--- config.mk ---
export PLATFORM = sky130hd
export DESIGN_NAME = osc_cfg_regs
export DESIGN_NICKNAME = d
export VERILOG_FILES = /design/src/osc_pkg.sv /design/src/osc_cfg_regs.sv /design/src/osc_wake_timer.sv
export SDC_FILE = /design/constraint.sdc
export NUM_CORES = 1
export LEC_CHECK = 0
export ABC_CLOCK_PERIOD_IN_PS = 3200
export BUFFER_PORTS_ARGS = -buffer_cell sky130_fd_sc_hd__buf_2
export CAP_MARGIN = 10
export CELL_PAD_IN_SITES_DETAIL_PLACEMENT = 1
export CELL_PAD_IN_SITES_GLOBAL_PLACEMENT = 1
export CORE_MARGIN = 10
export CORE_UTILIZATION = 28
export DETAILED_ROUTE_END_ITERATION = 16
export PLACE_DENSITY = 0.59
export SLEW_MARGIN = 0
export SYNTH_ARGS = -nofsm -noshare
export SYNTH_HDL_FRONTEND = slang
export SYNTH_SLANG_ARGS = --single-unit
--- constraint.sdc ---
create_clock -name clk_i -period 3.2 [get_ports clk_i]
set_input_delay 0.96 -clock clk_i [delete_from_list [all_inputs] [get_ports clk_i]]
set_output_delay 0.96 -clock clk_i [all_outputs]
set_load 0.02 [all_outputs]
--- src/osc_pkg.sv ---
// Shared constants of the optical sensor configuration register bank
`default_nettype none

package osc_pkg;

  // ---------------------------------------------------------------
  // Register offsets
  // ---------------------------------------------------------------
  localparam logic [7:0] ADDR_UNLOCK_KEY = 8'h07;
  localparam logic [7:0] ADDR_WAKE_LOW = 8'h08;
  localparam logic [7:0] ADDR_WAKE_HIGH = 8'h09;
  localparam logic [7:0] ADDR_EARLY_WAKE_LOW = 8'h0a;
  localparam logic [7:0] ADDR_EARLY_WAKE_HIGH = 8'h08;
  localparam logic [7:0] ADDR_DRIVE_PAIR = 8'h0f;
  localparam logic [7:0] ADDR_DRIVE_THIRD = 8'h10;
  localparam logic [7:0] ADDR_PARAM_INBOX = 8'h17;
  localparam logic [7:0] ADDR_COMMAND_INBOX = 8'h18;
  localparam logic [7:0] ADDR_RESPONSE = 8'h20;

  // ---------------------------------------------------------------
  // Reset values and key
  // ---------------------------------------------------------------
  localparam logic [7:0] RST_BYTE = 8'h00;
  localparam logic [3:0] RST_NIBBLE = 4'h0;
  localparam logic [7:0] UNLOCK_KEY_VALUE = 8'h17;

  // ---------------------------------------------------------------
  // Field layout
  // ---------------------------------------------------------------
  localparam int EMITTER_W = 4;
  localparam int EMITTER_N = 3;
  localparam int PAIR_HI_LSB = 4;
  localparam int RESP_ERR_BIT = 7;
  localparam int RESP_CNT_W = 4;
  localparam int WAKE_W = 16;
  localparam logic [3:0] EMITTER_OFF = 4'h0;
  localparam logic [3:0] RESP_CNT_STEP = 4'h1;

  // ---------------------------------------------------------------
  // Timing
  // ---------------------------------------------------------------
  localparam real CLK_PERIOD_NS = 5.0;
  localparam real WAKE_TICK_US = 31.25;
  localparam int WAKE_TICK_CYCLES =
    int'(WAKE_TICK_US * 1000.0 / CLK_PERIOD_NS);

  // ---------------------------------------------------------------
  // Command flow states
  // ---------------------------------------------------------------
  typedef enum logic [0:0] {
    OSC_IDLE = 1'b0,
    OSC_BUSY = 1'b1
  } osc_cmd_state_e;

endpackage

`default_nettype wire

--- src/osc_cfg_regs.sv ---
// Configuration and mailbox registers of the optical proximity sensor
// Operation
// - Interval high and low bytes form one 16-bit wake interval.
// - Wake-ups are spaced by interval times 31.25 us.
// - Each wake-up runs every measurement enabled in the channel list.
// - Early sequencer revision maps low byte at 0x0A, high at 0x08.
// - Emitter pair register: emitter 2 in bits 7:4, emitter 1 in 3:0.
// - Drive code 0000 is off, 0001 minimum, 1111 maximum current.
// - Third emitter drive sits in bits 3:0; bits 7:4 reserved.
// - Parameter inbox carries a byte to the sequencer; resets to zero.
// - A command register write submits the byte as a command.
// - Only a command register write leaves standby.
// - Without pending error, response bits 3:0 count finished commands.
// - An error code is kept, commands ignored until reset or no-op.
`default_nettype none

module osc_cfg_regs #(
  parameter int TICK_CYCLES = osc_pkg::WAKE_TICK_CYCLES,
  parameter int CHAN_W = 8,
  parameter bit EARLY_SEQ_REV = 1'b0,
  parameter logic [7:0] NOP_CODE = 8'h00,
  parameter logic [7:0] RESET_CODE = 8'h01
) (
  input wire logic clk_i,
  input wire logic nrst_i,
  input wire logic [7:0] reg_addr_i,
  input wire logic [7:0] reg_wdata_i,
  input wire logic reg_wr_i,
  input wire logic reg_rd_i,
  output logic [7:0] reg_rdata_o,
  input wire logic [CHAN_W-1:0] channel_list_i,
  input wire logic seq_done_i,
  input wire logic seq_err_i,
  input wire logic [7:0] seq_err_code_i,
  input wire logic seq_sleep_i,
  output logic standby_o,
  output logic key_ok_o,
  output logic cmd_valid_o,
  output logic [7:0] cmd_code_o,
  output logic [7:0] param_o,
  output logic [osc_pkg::WAKE_W-1:0] wake_interval_o,
  output logic meas_start_o,
  output logic [CHAN_W-1:0] meas_chan_o,
  output logic [3:0] emitter1_drive_o,
  output logic [3:0] emitter2_drive_o,
  output logic [3:0] emitter3_drive_o,
  output logic [osc_pkg::EMITTER_N-1:0] emitter_on_o
);

  generate
    if (CHAN_W < 1) begin : g_bad_chan
      $error("osc_cfg_regs: CHAN_W must be at least 1");
    end
    if (NOP_CODE == RESET_CODE) begin : g_bad_codes
      $error("osc_cfg_regs: no-op and reset codes must differ");
    end
  endgenerate

  // ---------------------------------------------------------------
  // State
  // ---------------------------------------------------------------
  typedef struct packed {
    logic [7:0] unlock_key;
    logic [7:0] wake_interval_low;
    logic [7:0] wake_interval_high;
    logic [7:0] emitter_drive_pair;
    logic [3:0] emitter_drive_third;
    logic [7:0] param_inbox;
    logic [7:0] command_inbox;
    logic [7:0] response;
    logic standby;
    logic key_ok;
    logic cmd_valid;
    logic [7:0] rdata;
    logic meas_start;
    logic [CHAN_W-1:0] meas_chan;
    logic [osc_pkg::EMITTER_N-1:0] emitter_on;
    logic interval_restart;
    osc_pkg::osc_cmd_state_e cmd_state;
  } osc_regs_s;

  osc_regs_s st;
  osc_regs_s next_st;

  logic wake;
  logic [osc_pkg::WAKE_W-1:0] wake_interval;
  logic [7:0] addr_low;
  logic [7:0] addr_high;
  logic hit_low;
  logic hit_high;
  logic clears_error;
  logic error_pending;
  logic [osc_pkg::EMITTER_N*osc_pkg::EMITTER_W-1:0] drive_codes;
  logic [osc_pkg::EMITTER_N-1:0] next_emitter_on;

  // ---------------------------------------------------------------
  // Interval byte mapping and combined value
  // ---------------------------------------------------------------
  assign addr_low = EARLY_SEQ_REV ? osc_pkg::ADDR_EARLY_WAKE_LOW
                                  : osc_pkg::ADDR_WAKE_LOW;
  assign addr_high = EARLY_SEQ_REV ? osc_pkg::ADDR_EARLY_WAKE_HIGH
                                   : osc_pkg::ADDR_WAKE_HIGH;
  assign hit_low = reg_addr_i == addr_low;
  assign hit_high = reg_addr_i == addr_high;
  assign wake_interval = {st.wake_interval_high,
                          st.wake_interval_low};

  assign error_pending = st.response[osc_pkg::RESP_ERR_BIT];
  assign clears_error = reg_wdata_i == NOP_CODE || reg_wdata_i == RESET_CODE;

  // ---------------------------------------------------------------
  // Emitter activity: a zero code means no current
  // ---------------------------------------------------------------
  assign drive_codes = {next_st.emitter_drive_third,
                        next_st.emitter_drive_pair};

  genvar gi;
  generate
    for (gi = 0; gi < osc_pkg::EMITTER_N; gi++) begin : g_emitter
      assign next_emitter_on[gi] =
        drive_codes[gi*osc_pkg::EMITTER_W +: osc_pkg::EMITTER_W]
        != osc_pkg::EMITTER_OFF;
    end
  endgenerate

  // ---------------------------------------------------------------
  // Wake timer
  // ---------------------------------------------------------------
  osc_wake_timer #(
    .TICK_CYCLES(TICK_CYCLES)
  ) u_wake_timer (
    .clk_i(clk_i),
    .nrst_i(nrst_i),
    .interval_i(wake_interval),
    .restart_i(st.interval_restart),
    .wake_o(wake)
  );

  // ---------------------------------------------------------------
  // Next state
  // ---------------------------------------------------------------
  always_comb begin
    next_st = st;
    next_st.cmd_valid = 1'b0;
    next_st.meas_start = 1'b0;
    next_st.interval_restart = 1'b0;

    // Register writes
    if (reg_wr_i) begin
      if (hit_low) begin
        next_st.wake_interval_low = reg_wdata_i;
        next_st.interval_restart = 1'b1;
      end
      if (hit_high) begin
        next_st.wake_interval_high = reg_wdata_i;
        next_st.interval_restart = 1'b1;
      end
      unique case (reg_addr_i)
        osc_pkg::ADDR_UNLOCK_KEY: begin
          next_st.unlock_key = reg_wdata_i;
        end
        osc_pkg::ADDR_DRIVE_PAIR: begin
          next_st.emitter_drive_pair = reg_wdata_i;
        end
        osc_pkg::ADDR_DRIVE_THIRD: begin
          next_st.emitter_drive_third =
            reg_wdata_i[osc_pkg::EMITTER_W-1:0];
        end
        osc_pkg::ADDR_PARAM_INBOX: begin
          next_st.param_inbox = reg_wdata_i;
        end
        osc_pkg::ADDR_COMMAND_INBOX: begin
          next_st.command_inbox = reg_wdata_i;
          next_st.standby = 1'b0;
          if (!error_pending || clears_error) begin
            next_st.cmd_valid = 1'b1;
            next_st.cmd_state = osc_pkg::OSC_BUSY;
            if (clears_error) begin
              next_st.response = osc_pkg::RST_BYTE;
            end
          end
        end
        default: begin
        end
      endcase
    end

    // Command completion from the sequencer
    unique case (st.cmd_state)
      osc_pkg::OSC_IDLE: begin
      end
      osc_pkg::OSC_BUSY: begin
        if (seq_done_i && !st.cmd_valid) begin
          next_st.cmd_state = osc_pkg::OSC_IDLE;
          if (seq_err_i) begin
            next_st.response = seq_err_code_i;
            next_st.response[osc_pkg::RESP_ERR_BIT] = 1'b1;
          end else if (!error_pending) begin
            next_st.response[osc_pkg::RESP_CNT_W-1:0] =
              st.response[osc_pkg::RESP_CNT_W-1:0]
              + osc_pkg::RESP_CNT_STEP;
          end
        end
      end
    endcase

    // Return to standby once the sequencer is idle, unless woken now
    if (seq_sleep_i && !(reg_wr_i
        && reg_addr_i == osc_pkg::ADDR_COMMAND_INBOX)) begin
      next_st.standby = 1'b1;
    end

    // Autonomous wake-up, independent of any pending error
    if (wake && channel_list_i != '0) begin
      next_st.meas_start = 1'b1;
      next_st.meas_chan = channel_list_i;
    end

    // Register reads
    if (reg_rd_i) begin
      next_st.rdata = osc_pkg::RST_BYTE;
      if (hit_low) begin
        next_st.rdata = st.wake_interval_low;
      end else if (hit_high) begin
        next_st.rdata = st.wake_interval_high;
      end else begin
        unique case (reg_addr_i)
          osc_pkg::ADDR_UNLOCK_KEY: begin
            next_st.rdata = st.unlock_key;
          end
          osc_pkg::ADDR_DRIVE_PAIR: begin
            next_st.rdata = st.emitter_drive_pair;
          end
          osc_pkg::ADDR_DRIVE_THIRD: begin
            next_st.rdata = {osc_pkg::RST_NIBBLE,
                             st.emitter_drive_third};
          end
          osc_pkg::ADDR_PARAM_INBOX: begin
            next_st.rdata = st.param_inbox;
          end
          osc_pkg::ADDR_COMMAND_INBOX: begin
            next_st.rdata = st.command_inbox;
          end
          osc_pkg::ADDR_RESPONSE: begin
            next_st.rdata = st.response;
          end
          default: begin
          end
        endcase
      end
    end

    next_st.key_ok =
      next_st.unlock_key == osc_pkg::UNLOCK_KEY_VALUE;
    next_st.emitter_on = next_emitter_on;
  end

  // ---------------------------------------------------------------
  // State register
  // ---------------------------------------------------------------
  always_ff @(posedge clk_i or negedge nrst_i) begin
    if (!nrst_i) begin
      st.unlock_key <= osc_pkg::RST_BYTE;
      st.wake_interval_low <= osc_pkg::RST_BYTE;
      st.wake_interval_high <= osc_pkg::RST_BYTE;
      st.emitter_drive_pair <= osc_pkg::RST_BYTE;
      st.emitter_drive_third <= osc_pkg::RST_NIBBLE;
      st.param_inbox <= osc_pkg::RST_BYTE;
      st.command_inbox <= osc_pkg::RST_BYTE;
      st.response <= osc_pkg::RST_BYTE;
      st.standby <= 1'b1;
      st.key_ok <= 1'b0;
      st.cmd_valid <= 1'b0;
      st.rdata <= osc_pkg::RST_BYTE;
      st.meas_start <= 1'b0;
      st.meas_chan <= '0;
      st.emitter_on <= '0;
      st.interval_restart <= 1'b0;
      st.cmd_state <= osc_pkg::OSC_IDLE;
    end else begin
      st <= next_st;
    end
  end

  // ---------------------------------------------------------------
  // Outputs
  // ---------------------------------------------------------------
  assign reg_rdata_o = st.rdata;
  assign standby_o = st.standby;
  assign key_ok_o = st.key_ok;
  assign cmd_valid_o = st.cmd_valid;
  assign cmd_code_o = st.command_inbox;
  assign param_o = st.param_inbox;
  assign wake_interval_o = wake_interval;
  assign meas_start_o = st.meas_start;
  assign meas_chan_o = st.meas_chan;
  assign emitter1_drive_o = st.emitter_drive_pair[osc_pkg::EMITTER_W-1:0];
  assign emitter2_drive_o =
    st.emitter_drive_pair[osc_pkg::PAIR_HI_LSB +: osc_pkg::EMITTER_W];
  assign emitter3_drive_o = st.emitter_drive_third;
  assign emitter_on_o = st.emitter_on;

endmodule

`default_nettype wire

--- src/osc_wake_timer.sv ---
// Autonomous wake-up interval timer
`default_nettype none

module osc_wake_timer #(
  parameter int TICK_CYCLES = osc_pkg::WAKE_TICK_CYCLES
) (
  input wire logic clk_i,
  input wire logic nrst_i,
  input wire logic [osc_pkg::WAKE_W-1:0] interval_i,
  input wire logic restart_i,
  output logic wake_o
);

  localparam int TICK_W = $clog2(TICK_CYCLES + 1);
  localparam logic [TICK_W-1:0] TICK_LAST = TICK_W'(TICK_CYCLES - 1);

  generate
    if (TICK_CYCLES < 1) begin : g_bad_tick
      $error("osc_wake_timer: TICK_CYCLES must be at least 1");
    end
  endgenerate

  typedef struct packed {
    logic [TICK_W-1:0] tick;
    logic [osc_pkg::WAKE_W-1:0] units;
    logic wake;
  } osc_timer_s;

  osc_timer_s st;
  osc_timer_s next_st;

  // ---------------------------------------------------------------
  // Interval count: ticks of one unit, units up to the interval
  // ---------------------------------------------------------------
  always_comb begin
    next_st = st;
    next_st.wake = 1'b0;
    if (restart_i || interval_i == '0) begin
      next_st.tick = '0;
      next_st.units = '0;
    end else if (st.tick == TICK_LAST) begin
      next_st.tick = '0;
      if (st.units == interval_i - osc_pkg::WAKE_W'(1)) begin
        next_st.units = '0;
        next_st.wake = 1'b1;
      end else begin
        next_st.units = st.units + osc_pkg::WAKE_W'(1);
      end
    end else begin
      next_st.tick = st.tick + TICK_W'(1);
    end
  end

  always_ff @(posedge clk_i or negedge nrst_i) begin
    if (!nrst_i) begin
      st <= '0;
    end else begin
      st <= next_st;
    end
  end

  assign wake_o = st.wake;

endmodule

`default_nettype wire

==> results of run 1 <==
==> worst max path at each step <==
stage	to	slack (ns)	depth (start not counted)
floorplan	emitter_on_o[0]	0.18	8
global placement	emitter_on_o[1]	0.15	8
detailed placement	emitter_on_o[1]	0.14	8
CTS	u_wake_timer.st[12]	0.36	9
global route	u_wake_timer.st[12]	0.17	9
finish	u_wake_timer.st[12]	0.36	9
==> cells in the mapped netlist, drive strengths merged, types with 2 or more instances <==
| master | number |
|---|---|
| nand4 | 7 |
| a221oi | 2 |
| o211ai | 5 |
| dfrtp | 114 |
| xnor2 | 18 |
| a221o | 5 |
| a21oi | 21 |
| and2 | 8 |
| inv | 19 |
| nor4 | 9 |
| a22oi | 2 |
| o21a | 2 |
| a32oi | 5 |
| nand3 | 27 |
| o22ai | 16 |
| xor2 | 15 |
| and3 | 9 |
| o21ai | 29 |
| a2bb2oi | 2 |
| nor4b | 4 |
| o221ai | 5 |
| nor3 | 14 |
| nor2b | 9 |
| nor2 | 38 |
| nand3b | 2 |
| clkbuf | 17 |
| or4 | 8 |
| a31oi | 8 |
| nand2 | 71 |
| buf | 71 |
| and4 | 2 |
| nand2b | 4 |
| mux2 | 53 |
| nor3b | 7 |
| mux2i | 9 |
| ha | 6 |
| nand4b | 2 |
==> worst max-delay path, stage by stage (launching register included) <==
cell and delay [ns]:
sky130_fd_sc_hd__dfrtp_1 0.38, sky130_fd_sc_hd__inv_1 0.09, sky130_fd_sc_hd__ha_1 0.24, sky130_fd_sc_hd__or3b_1 0.47, sky130_fd_sc_hd__nor3_4 0.22, sky130_fd_sc_hd__nand3_1 0.11
sky130_fd_sc_hd__a221o_1 0.35, sky130_fd_sc_hd__a22o_1 0.46, sky130_fd_sc_hd__o221ai_1 0.28, sky130_fd_sc_hd__o21ai_1 0.10
==> stage by stage <==
step / instance area [µm²] / setup slack, ns / power [W] / util, %
after floorplan: 6630 / 0.176 / 0.00219 / -
after global placement: 7120 / 0.149 / 0.00238 / 30.4
after detailed placement: 7120 / 0.136 / 0.00239 / 30.4
after CTS: 7730 / 0.359 / 0.00439 / 33.0
after global routing: 7730 / 0.167 / 0.00455 / 33.0
final: 7730 / 0.357 / 0.00433 / 33.0
==> metal layers <==
metal,wire length (µm),vias up
met5,18,-
met4,290,2
met3,1240,25
met2,9010,119
met1,9170,2559
li1,-,2428
==> cell type report <==
cell class | instances | share of cell area [%]
clock inverter | 14 | 2.30
sequential | 115 | 37.2
multi-input combinational | 441 | 39.9
clock buffer | 18 | 5.55
timing repair buffer | 125 | 8.97
tap | 319 | 5.16
inverter | 19 | 0.923
==> flip-flops by register name, indices dropped and copies added, names as in the netlist <==
name                 cells
meas_chan_o              8
key_ok_o                 1
param_o                  8
standby_o                1
reg_rdata_o              8
cmd_code_o               8
st                      17
meas_start_o             1
emitter3_drive_o         4
wake_interval_o         16
u_wake_timer.st         29
cmd_valid_o              1
error_pending            1
emitter_on_o             3
emitter2_drive_o         4
u_wake_timer.wake_o      1
emitter1_drive_o         4
==> kinds of logic (layout without fill, tap and decap cells) <==
family,after synthesis,in the layout
simple gates,227,227
flops,115,115
compound gates,113,113
buf+inv,107,176
mux,62,62
xor+xnor,33,33
fa+ha+maj,6,6
==> power by group through the flow <==
stage	logic [W]	clock network, W	registers, W
final	0.000637	0.00197	0.00172
after global routing	0.000726	0.00208	0.00174
after CTS	0.000650	0.00202	0.00172
after detailed placement	0.000649	0	0.00174
after global placement	0.000636	0	0.00174
after floorplan	0.000496	0	0.00169
==> impl_results.html, run 1 <==
<table>
<tr><th>Metric</th><th>Value</th></tr>
<tr><th colspan="2">Timing</th></tr>
<tr><td>Worst Tran Pin Value</td><td>0.729 ns</td></tr>
<tr><td>Worst slew slack as a fraction of its limit</td><td>51.4%</td></tr>
<tr><td>Slew Viols, Final</td><td>0</td></tr>
<tr><td>Final min period</td><td>2.84 ns</td></tr>
<tr><td>Final count of hold timing violations</td><td>0</td></tr>
<tr><td>Clock Skews</td><td>0.00867 ns</td></tr>
<tr><td>Setup violation total in the final timing report</td><td>0</td></tr>
<tr><td>Post-Route Setup TNS</td><td>0 ns</td></tr>
<tr><td>Crit share post-route</td><td>88.8%</td></tr>
<tr><td>Highest attainable clock frequency</td><td>0.352 GHz</td></tr>
<tr><td>Unrepaired setup endpoints after global routing</td><td>false</td></tr>
<tr><td>Worst Hold Margin</td><td>0.470 ns</td></tr>
<tr><th colspan="2">Logic synthesis</th></tr>
<tr><td>Leading post-synthesis cells by cell area</td><td>sky130_fd_sc_hd__dfrtp_1 (43%), sky130_fd_sc_hd__mux2_2 (8.3%), sky130_fd_sc_hd__buf_4 (7.2%)</td></tr>
<tr><td>Flip-flop cell with the highest count after synthesis</td><td>sky130_fd_sc_hd__dfrtp_1</td></tr>
<tr><td>Sequential area share after synthesis</td><td>43.4%</td></tr>
<tr><td>Summed instance area of the synthesized netlist</td><td>0.00663 mm²</td></tr>
<tr><td>Fraction of registers with async set/reset</td><td>100%</td></tr>
<tr><td>Compound-gate portion of the synthesized area</td><td>11.4%</td></tr>
<tr><td>Warnings from Yosys</td><td>0</td></tr>
<tr><td>Proportion of netlist area held by the largest area contributor</td><td>43.0%</td></tr>
<tr><td>Count of different cell masters after synthesis</td><td>70</td></tr>
<tr><td>Simple logic cell fraction of the synthesized area</td><td>19.0%</td></tr>
<tr><td>Multiplexer fraction of the synthesized cell area</td><td>10.6%</td></tr>
<tr><td>Register bit count reported by yosys</td><td>115</td></tr>
<tr><td>Largest family of logic cells by synthesized area</td><td>simple AND/OR/NAND/NOR gates</td></tr>
<tr><td>Area leader, netlist</td><td>sky130_fd_sc_hd__dfrtp_1</td></tr>
<tr><td>Syn Nets</td><td>708</td></tr>
<tr><td>Xor and xnor area share after synthesis</td><td>4.36%</td></tr>
<tr><td>Synthesized-area fraction occupied by adder cells</td><td>1.13%</td></tr>
<tr><td>Number of synthesized flops with an enable pin</td><td>0</td></tr>
<tr><td>Gate Count Post-Synth</td><td>663</td></tr>
<tr><td>Syn Area/Cell</td><td>10.0 µm²</td></tr>
<tr><th colspan="2">Power</th></tr>
<tr><td>Net switching power of the design</td><td>0.00125 W</td></tr>
<tr><td>Cell leakage power</td><td>3.73 nW</td></tr>
<tr><td>Clock share of power</td><td>45.6%</td></tr>
<tr><td>P_int</td><td>0.00308 W</td></tr>
<tr><td>Maximum vdd ir drop</td><td>0.000225 V</td></tr>
<tr><td>Power share of the combinational group</td><td>14.7%</td></tr>
<tr><td>Reg power frac</td><td>39.7%</td></tr>
<tr><td>Total power divided by cell area</td><td>560 mW/mm²</td></tr>
<tr><td>Net Sw Frac</td><td>28.8%</td></tr>
<tr><th colspan="2">Placed design</th></tr>
<tr><td>Routability cong.</td><td>0.866</td></tr>
<tr><td>Port bufs</td><td>104</td></tr>
<tr><td>DP Cell Count</td><td>1019</td></tr>
<tr><td>Half-perimeter wire length after placement</td><td>14700 µm</td></tr>
<tr><th colspan="2">Critical path</th></tr>
<tr><td>Startpoint kind of the worst setup timing path</td><td>register</td></tr>
<tr><td>End of the worst register-to-register path</td><td>u_wake_timer.st[12]</td></tr>
<tr><td>Register-to-register path setup slack</td><td>0.36 ns</td></tr>
<tr><td>Crit. Startpoint</td><td>wake_interval_o[1]</td></tr>
<tr><td>Capturing element type of the critical path</td><td>register</td></tr>
<tr><td>CP Class</td><td>register to register</td></tr>
<tr><td>R2r worst-path depth</td><td>9</td></tr>
<tr><td>Critical path peak fanout</td><td>17</td></tr>
<tr><td>Data arrival time of the critical path</td><td>3.13 ns</td></tr>
<tr><td>Required time at the endpoint of the critical path</td><td>3.49 ns</td></tr>
<tr><td>Worst flop-to-flop path startpoint</td><td>wake_interval_o[1]</td></tr>
<tr><th colspan="2">Floorplanning</th></tr>
<tr><td>Total I/O pin count</td><td>106</td></tr>
<tr><td>Die height</td><td>174 µm</td></tr>
<tr><td>Initial Utilization</td><td>28.3%</td></tr>
<tr><td>Width of the die</td><td>174 µm</td></tr>
<tr><td>Cell Rows</td><td>56</td></tr>
<tr><td>Core box area</td><td>0.0234 mm²</td></tr>
<tr><td>Area of the die</td><td>0.0302 mm²</td></tr>
<tr><th colspan="2">Clock network</th></tr>
<tr><td>Setup bufs post-CTS</td><td>0</td></tr>
<tr><td>Worst skew pair latency</td><td>0.42 ns</td></tr>
<tr><td>CTS tree</td><td>built</td></tr>
<tr><td>CTS Sinks</td><td>115</td></tr>
<tr><td>Total CTS buffers</td><td>17</td></tr>
<tr><td>H-Tree Level Count</td><td>4</td></tr>
<tr><td>Root Buffer</td><td>sky130_fd_sc_hd__clkbuf_16</td></tr>
<tr><td>CTS resizes</td><td>0</td></tr>
<tr><td>Clock input transition at the sequential cells of the worst setup and hold paths</td><td>0.06 ns</td></tr>
<tr><td>Hold Buf Count CTS</td><td>0</td></tr>
<tr><td>Buffer depth of the longest clock path</td><td>2</td></tr>
<tr><th colspan="2">Global routing</th></tr>
<tr><td>Total gr overflow</td><td>0</td></tr>
<tr><td>Vias in the first global route</td><td>5375</td></tr>
<tr><td>GRT Resource Usage Total</td><td>13.3%</td></tr>
<tr><td>Maximum number of pins on one net before global-route repair</td><td>116</td></tr>
<tr><td>GRT met3 Usage</td><td>3.92%</td></tr>
<tr><td>Wire length of the first global-routing pass</td><td>31900 µm</td></tr>
<tr><td>Antenna violations before repair</td><td>1</td></tr>
<tr><td>Met1 track utilization from global routing</td><td>17.4%</td></tr>
<tr><td>Most Used Layer, Global Route</td><td>met2</td></tr>
<tr><td>Met2 track demand over resource in global routing</td><td>20.3%</td></tr>
<tr><th colspan="2">Route</th></tr>
<tr><td>Antenna-violating nets left</td><td>0</td></tr>
<tr><td>DRC violation total after the first TritonRoute iteration</td><td>310</td></tr>
<tr><td>Iteration count of the initial detailed-routing pass</td><td>4</td></tr>
<tr><td>Total vias in the final route</td><td>5133</td></tr>
<tr><td>Vias per cell</td><td>4.88</td></tr>
<tr><td>Routed WL per cell</td><td>18.8 µm</td></tr>
<tr><td>DRC violations left</td><td>0</td></tr>
<tr><td>Routed wire length</td><td>19700 µm</td></tr>
<tr><th colspan="2">Cells and area</th></tr>
<tr><td>Filler instances</td><td>2708</td></tr>
<tr><td>Multi-input gate area</td><td>0.00308 mm²</td></tr>
<tr><td>Most common cell after layout, fill and taps aside</td><td>sky130_fd_sc_hd__dfrtp_1</td></tr>
<tr><td>Sequential cell area</td><td>0.00288 mm²</td></tr>
<tr><td>Net count of the finished layout</td><td>764</td></tr>
<tr><td>Filler-free cell count of the finished design</td><td>1051</td></tr>
<tr><td>Area grow syn2layout</td><td>16.6%</td></tr>
<tr><td>Commonest cells after routing, fill and taps aside</td><td>sky130_fd_sc_hd__dfrtp_1 (114), sky130_fd_sc_hd__buf_2 (103), sky130_fd_sc_hd__nand2_1 (68)</td></tr>
<tr><td>Ratio of cells with drive above 1 in the final layout</td><td>31.1%</td></tr>
<tr><td>Inserted Diodes</td><td>0</td></tr>
<tr><th colspan="2">Worst hold path</th></tr>
<tr><td>Number of cells on the worst hold path</td><td>2</td></tr>
<tr><td>Min-Delay Endpoint</td><td>meas_chan_o[6]</td></tr>
<tr><td>Launch instance of the worst min-delay path</td><td>meas_chan_o[6]</td></tr>
<tr><td>Worst min-delay path category</td><td>register to register</td></tr>
<tr><th colspan="2">Flow run</th></tr>
<tr><td>Number of violations of the max-capacitance limit</td><td>0</td></tr>
<tr><th colspan="2">Outcome</th></tr>
<tr><td>Status</td><td>completed</td></tr>
</table>
Note: power is estimated with default switching activity, not from simulation.
==> run 2: changes to the inputs <==
- HOLD_SLACK_MARGIN: default -> 0.05
- PLACE_DENSITY: 0.59 -> 0.52
==> run 2 against run 1 <==
  * Sequential share of layout area is essentially flat
  * Final cell count is the same
  * Combinational power grew 2%
  * Critical path depth shrank 2
  * Sequential power is essentially flat
  * Utilization is essentially flat
  * Global-route usage grew 0.65 points
  * Critical path type unchanged
  * Highest routed layer unchanged
==> impl_results.html, run 2 (same netlist as run 1, synthesis figures left out) <==
<table>
<tr><th>Metric</th><th>Value</th></tr>
<tr><th colspan="2">Outcome</th></tr>
<tr><td>Status</td><td>completed</td></tr>
<tr><th colspan="2">Cells and area</th></tr>
<tr><td>Sequential cell area</td><td>0.00288 mm²</td></tr>
<tr><td>Inserted Diodes</td><td>0</td></tr>
<tr><td>Filler instances</td><td>2693</td></tr>
<tr><td>Most common cell after layout, fill and taps aside</td><td>sky130_fd_sc_hd__dfrtp_1</td></tr>
<tr><td>Multi-input gate area</td><td>0.00308 mm²</td></tr>
<tr><td>Number of flip-flops in the largest register</td><td>29</td></tr>
<tr><td>Reg with most FFs</td><td>u_wake_timer.st</td></tr>
<tr><td>Commonest cells after routing, fill and taps aside</td><td>sky130_fd_sc_hd__dfrtp_1 (114), sky130_fd_sc_hd__buf_2 (103), sky130_fd_sc_hd__nand2_1 (68)</td></tr>
<tr><td>Filler-free cell count of the finished design</td><td>1051</td></tr>
<tr><td>Area grow syn2layout</td><td>16.5%</td></tr>
<tr><td>Ratio of cells with drive above 1 in the final layout</td><td>31.3%</td></tr>
<tr><td>Net count of the finished layout</td><td>764</td></tr>
<tr><th colspan="2">Floorplanning</th></tr>
<tr><td>Width of the die</td><td>174 µm</td></tr>
<tr><td>Core box area</td><td>0.0234 mm²</td></tr>
<tr><td>Initial Utilization</td><td>28.3%</td></tr>
<tr><td>Area of the die</td><td>0.0302 mm²</td></tr>
<tr><td>Total I/O pin count</td><td>106</td></tr>
<tr><td>Cell Rows</td><td>56</td></tr>
<tr><td>Die height</td><td>174 µm</td></tr>
<tr><th colspan="2">Route</th></tr>
<tr><td>DRC violation total after the first TritonRoute iteration</td><td>315</td></tr>
<tr><td>Total vias in the final route</td><td>5175</td></tr>
<tr><td>Vias per cell</td><td>4.92</td></tr>
<tr><td>Routed wire length</td><td>20800 µm</td></tr>
<tr><td>DRC violations left</td><td>0</td></tr>
<tr><td>Antenna-violating nets left</td><td>0</td></tr>
<tr><td>Iteration count of the initial detailed-routing pass</td><td>4</td></tr>
<tr><td>Routed WL per cell</td><td>19.8 µm</td></tr>
<tr><th colspan="2">Timing</th></tr>
<tr><td>Final count of hold timing violations</td><td>0</td></tr>
<tr><td>Unrepaired setup endpoints after global routing</td><td>false</td></tr>
<tr><td>Crit share post-route</td><td>88.2%</td></tr>
<tr><td>Worst Tran Pin Value</td><td>0.858 ns</td></tr>
<tr><td>Post-Route Setup TNS</td><td>0 ns</td></tr>
<tr><td>Final min period</td><td>2.82 ns</td></tr>
<tr><td>Worst slew slack as a fraction of its limit</td><td>42.3%</td></tr>
<tr><td>Slew Viols, Final</td><td>0</td></tr>
<tr><td>Clock Skews</td><td>0.00895 ns</td></tr>
<tr><td>Highest attainable clock frequency</td><td>0.354 GHz</td></tr>
<tr><td>Setup violation total in the final timing report</td><td>0</td></tr>
<tr><th colspan="2">Critical path</th></tr>
<tr><td>Required time at the endpoint of the critical path</td><td>3.55 ns</td></tr>
<tr><td>Data arrival time of the critical path</td><td>3.17 ns</td></tr>
<tr><td>Critical path peak fanout</td><td>17</td></tr>
<tr><td>Startpoint kind of the worst setup timing path</td><td>register</td></tr>
<tr><td>Capturing element type of the critical path</td><td>register</td></tr>
<tr><td>CP Class</td><td>register to register</td></tr>
<tr><th colspan="2">Global routing</th></tr>
<tr><td>Vias in the first global route</td><td>5669</td></tr>
<tr><td>Met2 track demand over resource in global routing</td><td>22.7%</td></tr>
<tr><td>Antenna violations before repair</td><td>1</td></tr>
<tr><td>Most Used Layer, Global Route</td><td>met2</td></tr>
<tr><td>Total gr overflow</td><td>0</td></tr>
<tr><td>GRT met3 Usage</td><td>3.86%</td></tr>
<tr><td>Maximum number of pins on one net before global-route repair</td><td>116</td></tr>
<tr><td>Met1 track utilization from global routing</td><td>17.3%</td></tr>
<tr><td>Wire length of the first global-routing pass</td><td>33200 µm</td></tr>
<tr><td>GRT Resource Usage Total</td><td>13.9%</td></tr>
<tr><th colspan="2">Clock network</th></tr>
<tr><td>CTS tree</td><td>built</td></tr>
<tr><td>Hold Buf Count CTS</td><td>0</td></tr>
<tr><td>Clock input transition at the sequential cells of the worst setup and hold paths</td><td>0.06 ns</td></tr>
<tr><td>Total CTS buffers</td><td>17</td></tr>
<tr><td>H-Tree Level Count</td><td>4</td></tr>
<tr><td>CTS Sinks</td><td>115</td></tr>
<tr><td>Worst skew pair latency</td><td>0.43 ns</td></tr>
<tr><td>Root Buffer</td><td>sky130_fd_sc_hd__clkbuf_16</td></tr>
<tr><td>Buffer depth of the longest clock path</td><td>2</td></tr>
<tr><td>Setup bufs post-CTS</td><td>0</td></tr>
<tr><td>CTS resizes</td><td>0</td></tr>
<tr><th colspan="2">Placed design</th></tr>
<tr><td>Half-perimeter wire length after placement</td><td>15700 µm</td></tr>
<tr><td>Routability cong.</td><td>0.821</td></tr>
<tr><td>Port bufs</td><td>104</td></tr>
<tr><td>DP Cell Count</td><td>1019</td></tr>
<tr><th colspan="2">Power</th></tr>
<tr><td>Cell leakage power</td><td>3.73 nW</td></tr>
<tr><td>Total power divided by cell area</td><td>558 mW/mm²</td></tr>
<tr><td>Maximum vdd ir drop</td><td>0.000327 V</td></tr>
<tr><th colspan="2">Worst hold path</th></tr>
<tr><td>Worst min-delay path category</td><td>register to register</td></tr>
<tr><th colspan="2">Flow run</th></tr>
<tr><td>Number of violations of the max-capacitance limit</td><td>0</td></tr>
</table>
[run 2: cell types whose count changed in the layout (fill, tap and decap cells not counted), sizes merged]
cell    before  now
clkbuf      18   17
bufinv       3    2
inv         23   25
[run 2: per-layer routing]
layer / share of wire, % / routed length [µm]
met5: 0.063 / 13
met4: 1.3 / 279
met3: 5.1 / 1050
met2: 48 / 10100
met1: 45 / 9400
[run 2: layout make-up]
class	count	share of cell area, %
clock buffer	17	5.51
sequential	115	37.3
timing repair buffer	125	8.98
clock inverter	15	2.22
inverter	19	0.924
tap	319	5.17
multi-input combinational	441	39.9
[run 2: per-stage QoR]
| step | worst slack, ns | instance area (µm²) | total power [W] | hold slack (ns) | utilization (%) |
|---|---|---|---|---|---|
| global route | 0.0494 | 7720 | 0.00454 | 0.512 | 33.0 |
| finish | 0.378 | 7720 | 0.00431 | 0.478 | 33.0 |
| global placement | 0.157 | 7120 | 0.00238 | 0.455 | 30.4 |
| CTS | 0.348 | 7720 | 0.00438 | 0.483 | 33.0 |
| floorplan | 0.176 | 6630 | 0.00219 | 0.447 | - |
| detailed placement | 0.120 | 7120 | 0.00241 | 0.468 | 30.4 |
[run 2: path summary, 6_finish.rpt]
path | from | end | slack [ns] | cells after the start
max | wake_interval_o[2] | u_wake_timer.st[6] | 0.38 | 7
min | meas_chan_o[3] | meas_chan_o[3] | 0.48 | 2
max reg2reg | wake_interval_o[2] | u_wake_timer.st[6] | 0.38 | 7
min reg2reg | meas_chan_o[3] | meas_chan_o[3] | 0.48 | 2
max in group asynchronous | nrst_i | meas_chan_o[2] | 2.08 | 2
min in group asynchronous | nrst_i | cmd_code_o[1] | 0.58 | 2
[run 2: where the power goes]
part	leakage, nW	switching (W)	internal, W
combinational	1.88	0.000380	0.000271
sequential	1.56	0.000144	0.00158
clock	0.291	0.000773	0.00117
total	3.73	0.00130	0.00301
[run 2: critical path, cell delays in order, from the launching register on]
cell and delay [ns]:
sky130_fd_sc_hd__dfrtp_1 0.51, sky130_fd_sc_hd__or4_1 0.62, sky130_fd_sc_hd__o21ai_0 0.23, sky130_fd_sc_hd__mux2i_1 0.11, sky130_fd_sc_hd__a32oi_1 0.27, sky130_fd_sc_hd__a22o_1 0.67
sky130_fd_sc_hd__o22ai_1 0.16, sky130_fd_sc_hd__a21oi_1 0.18
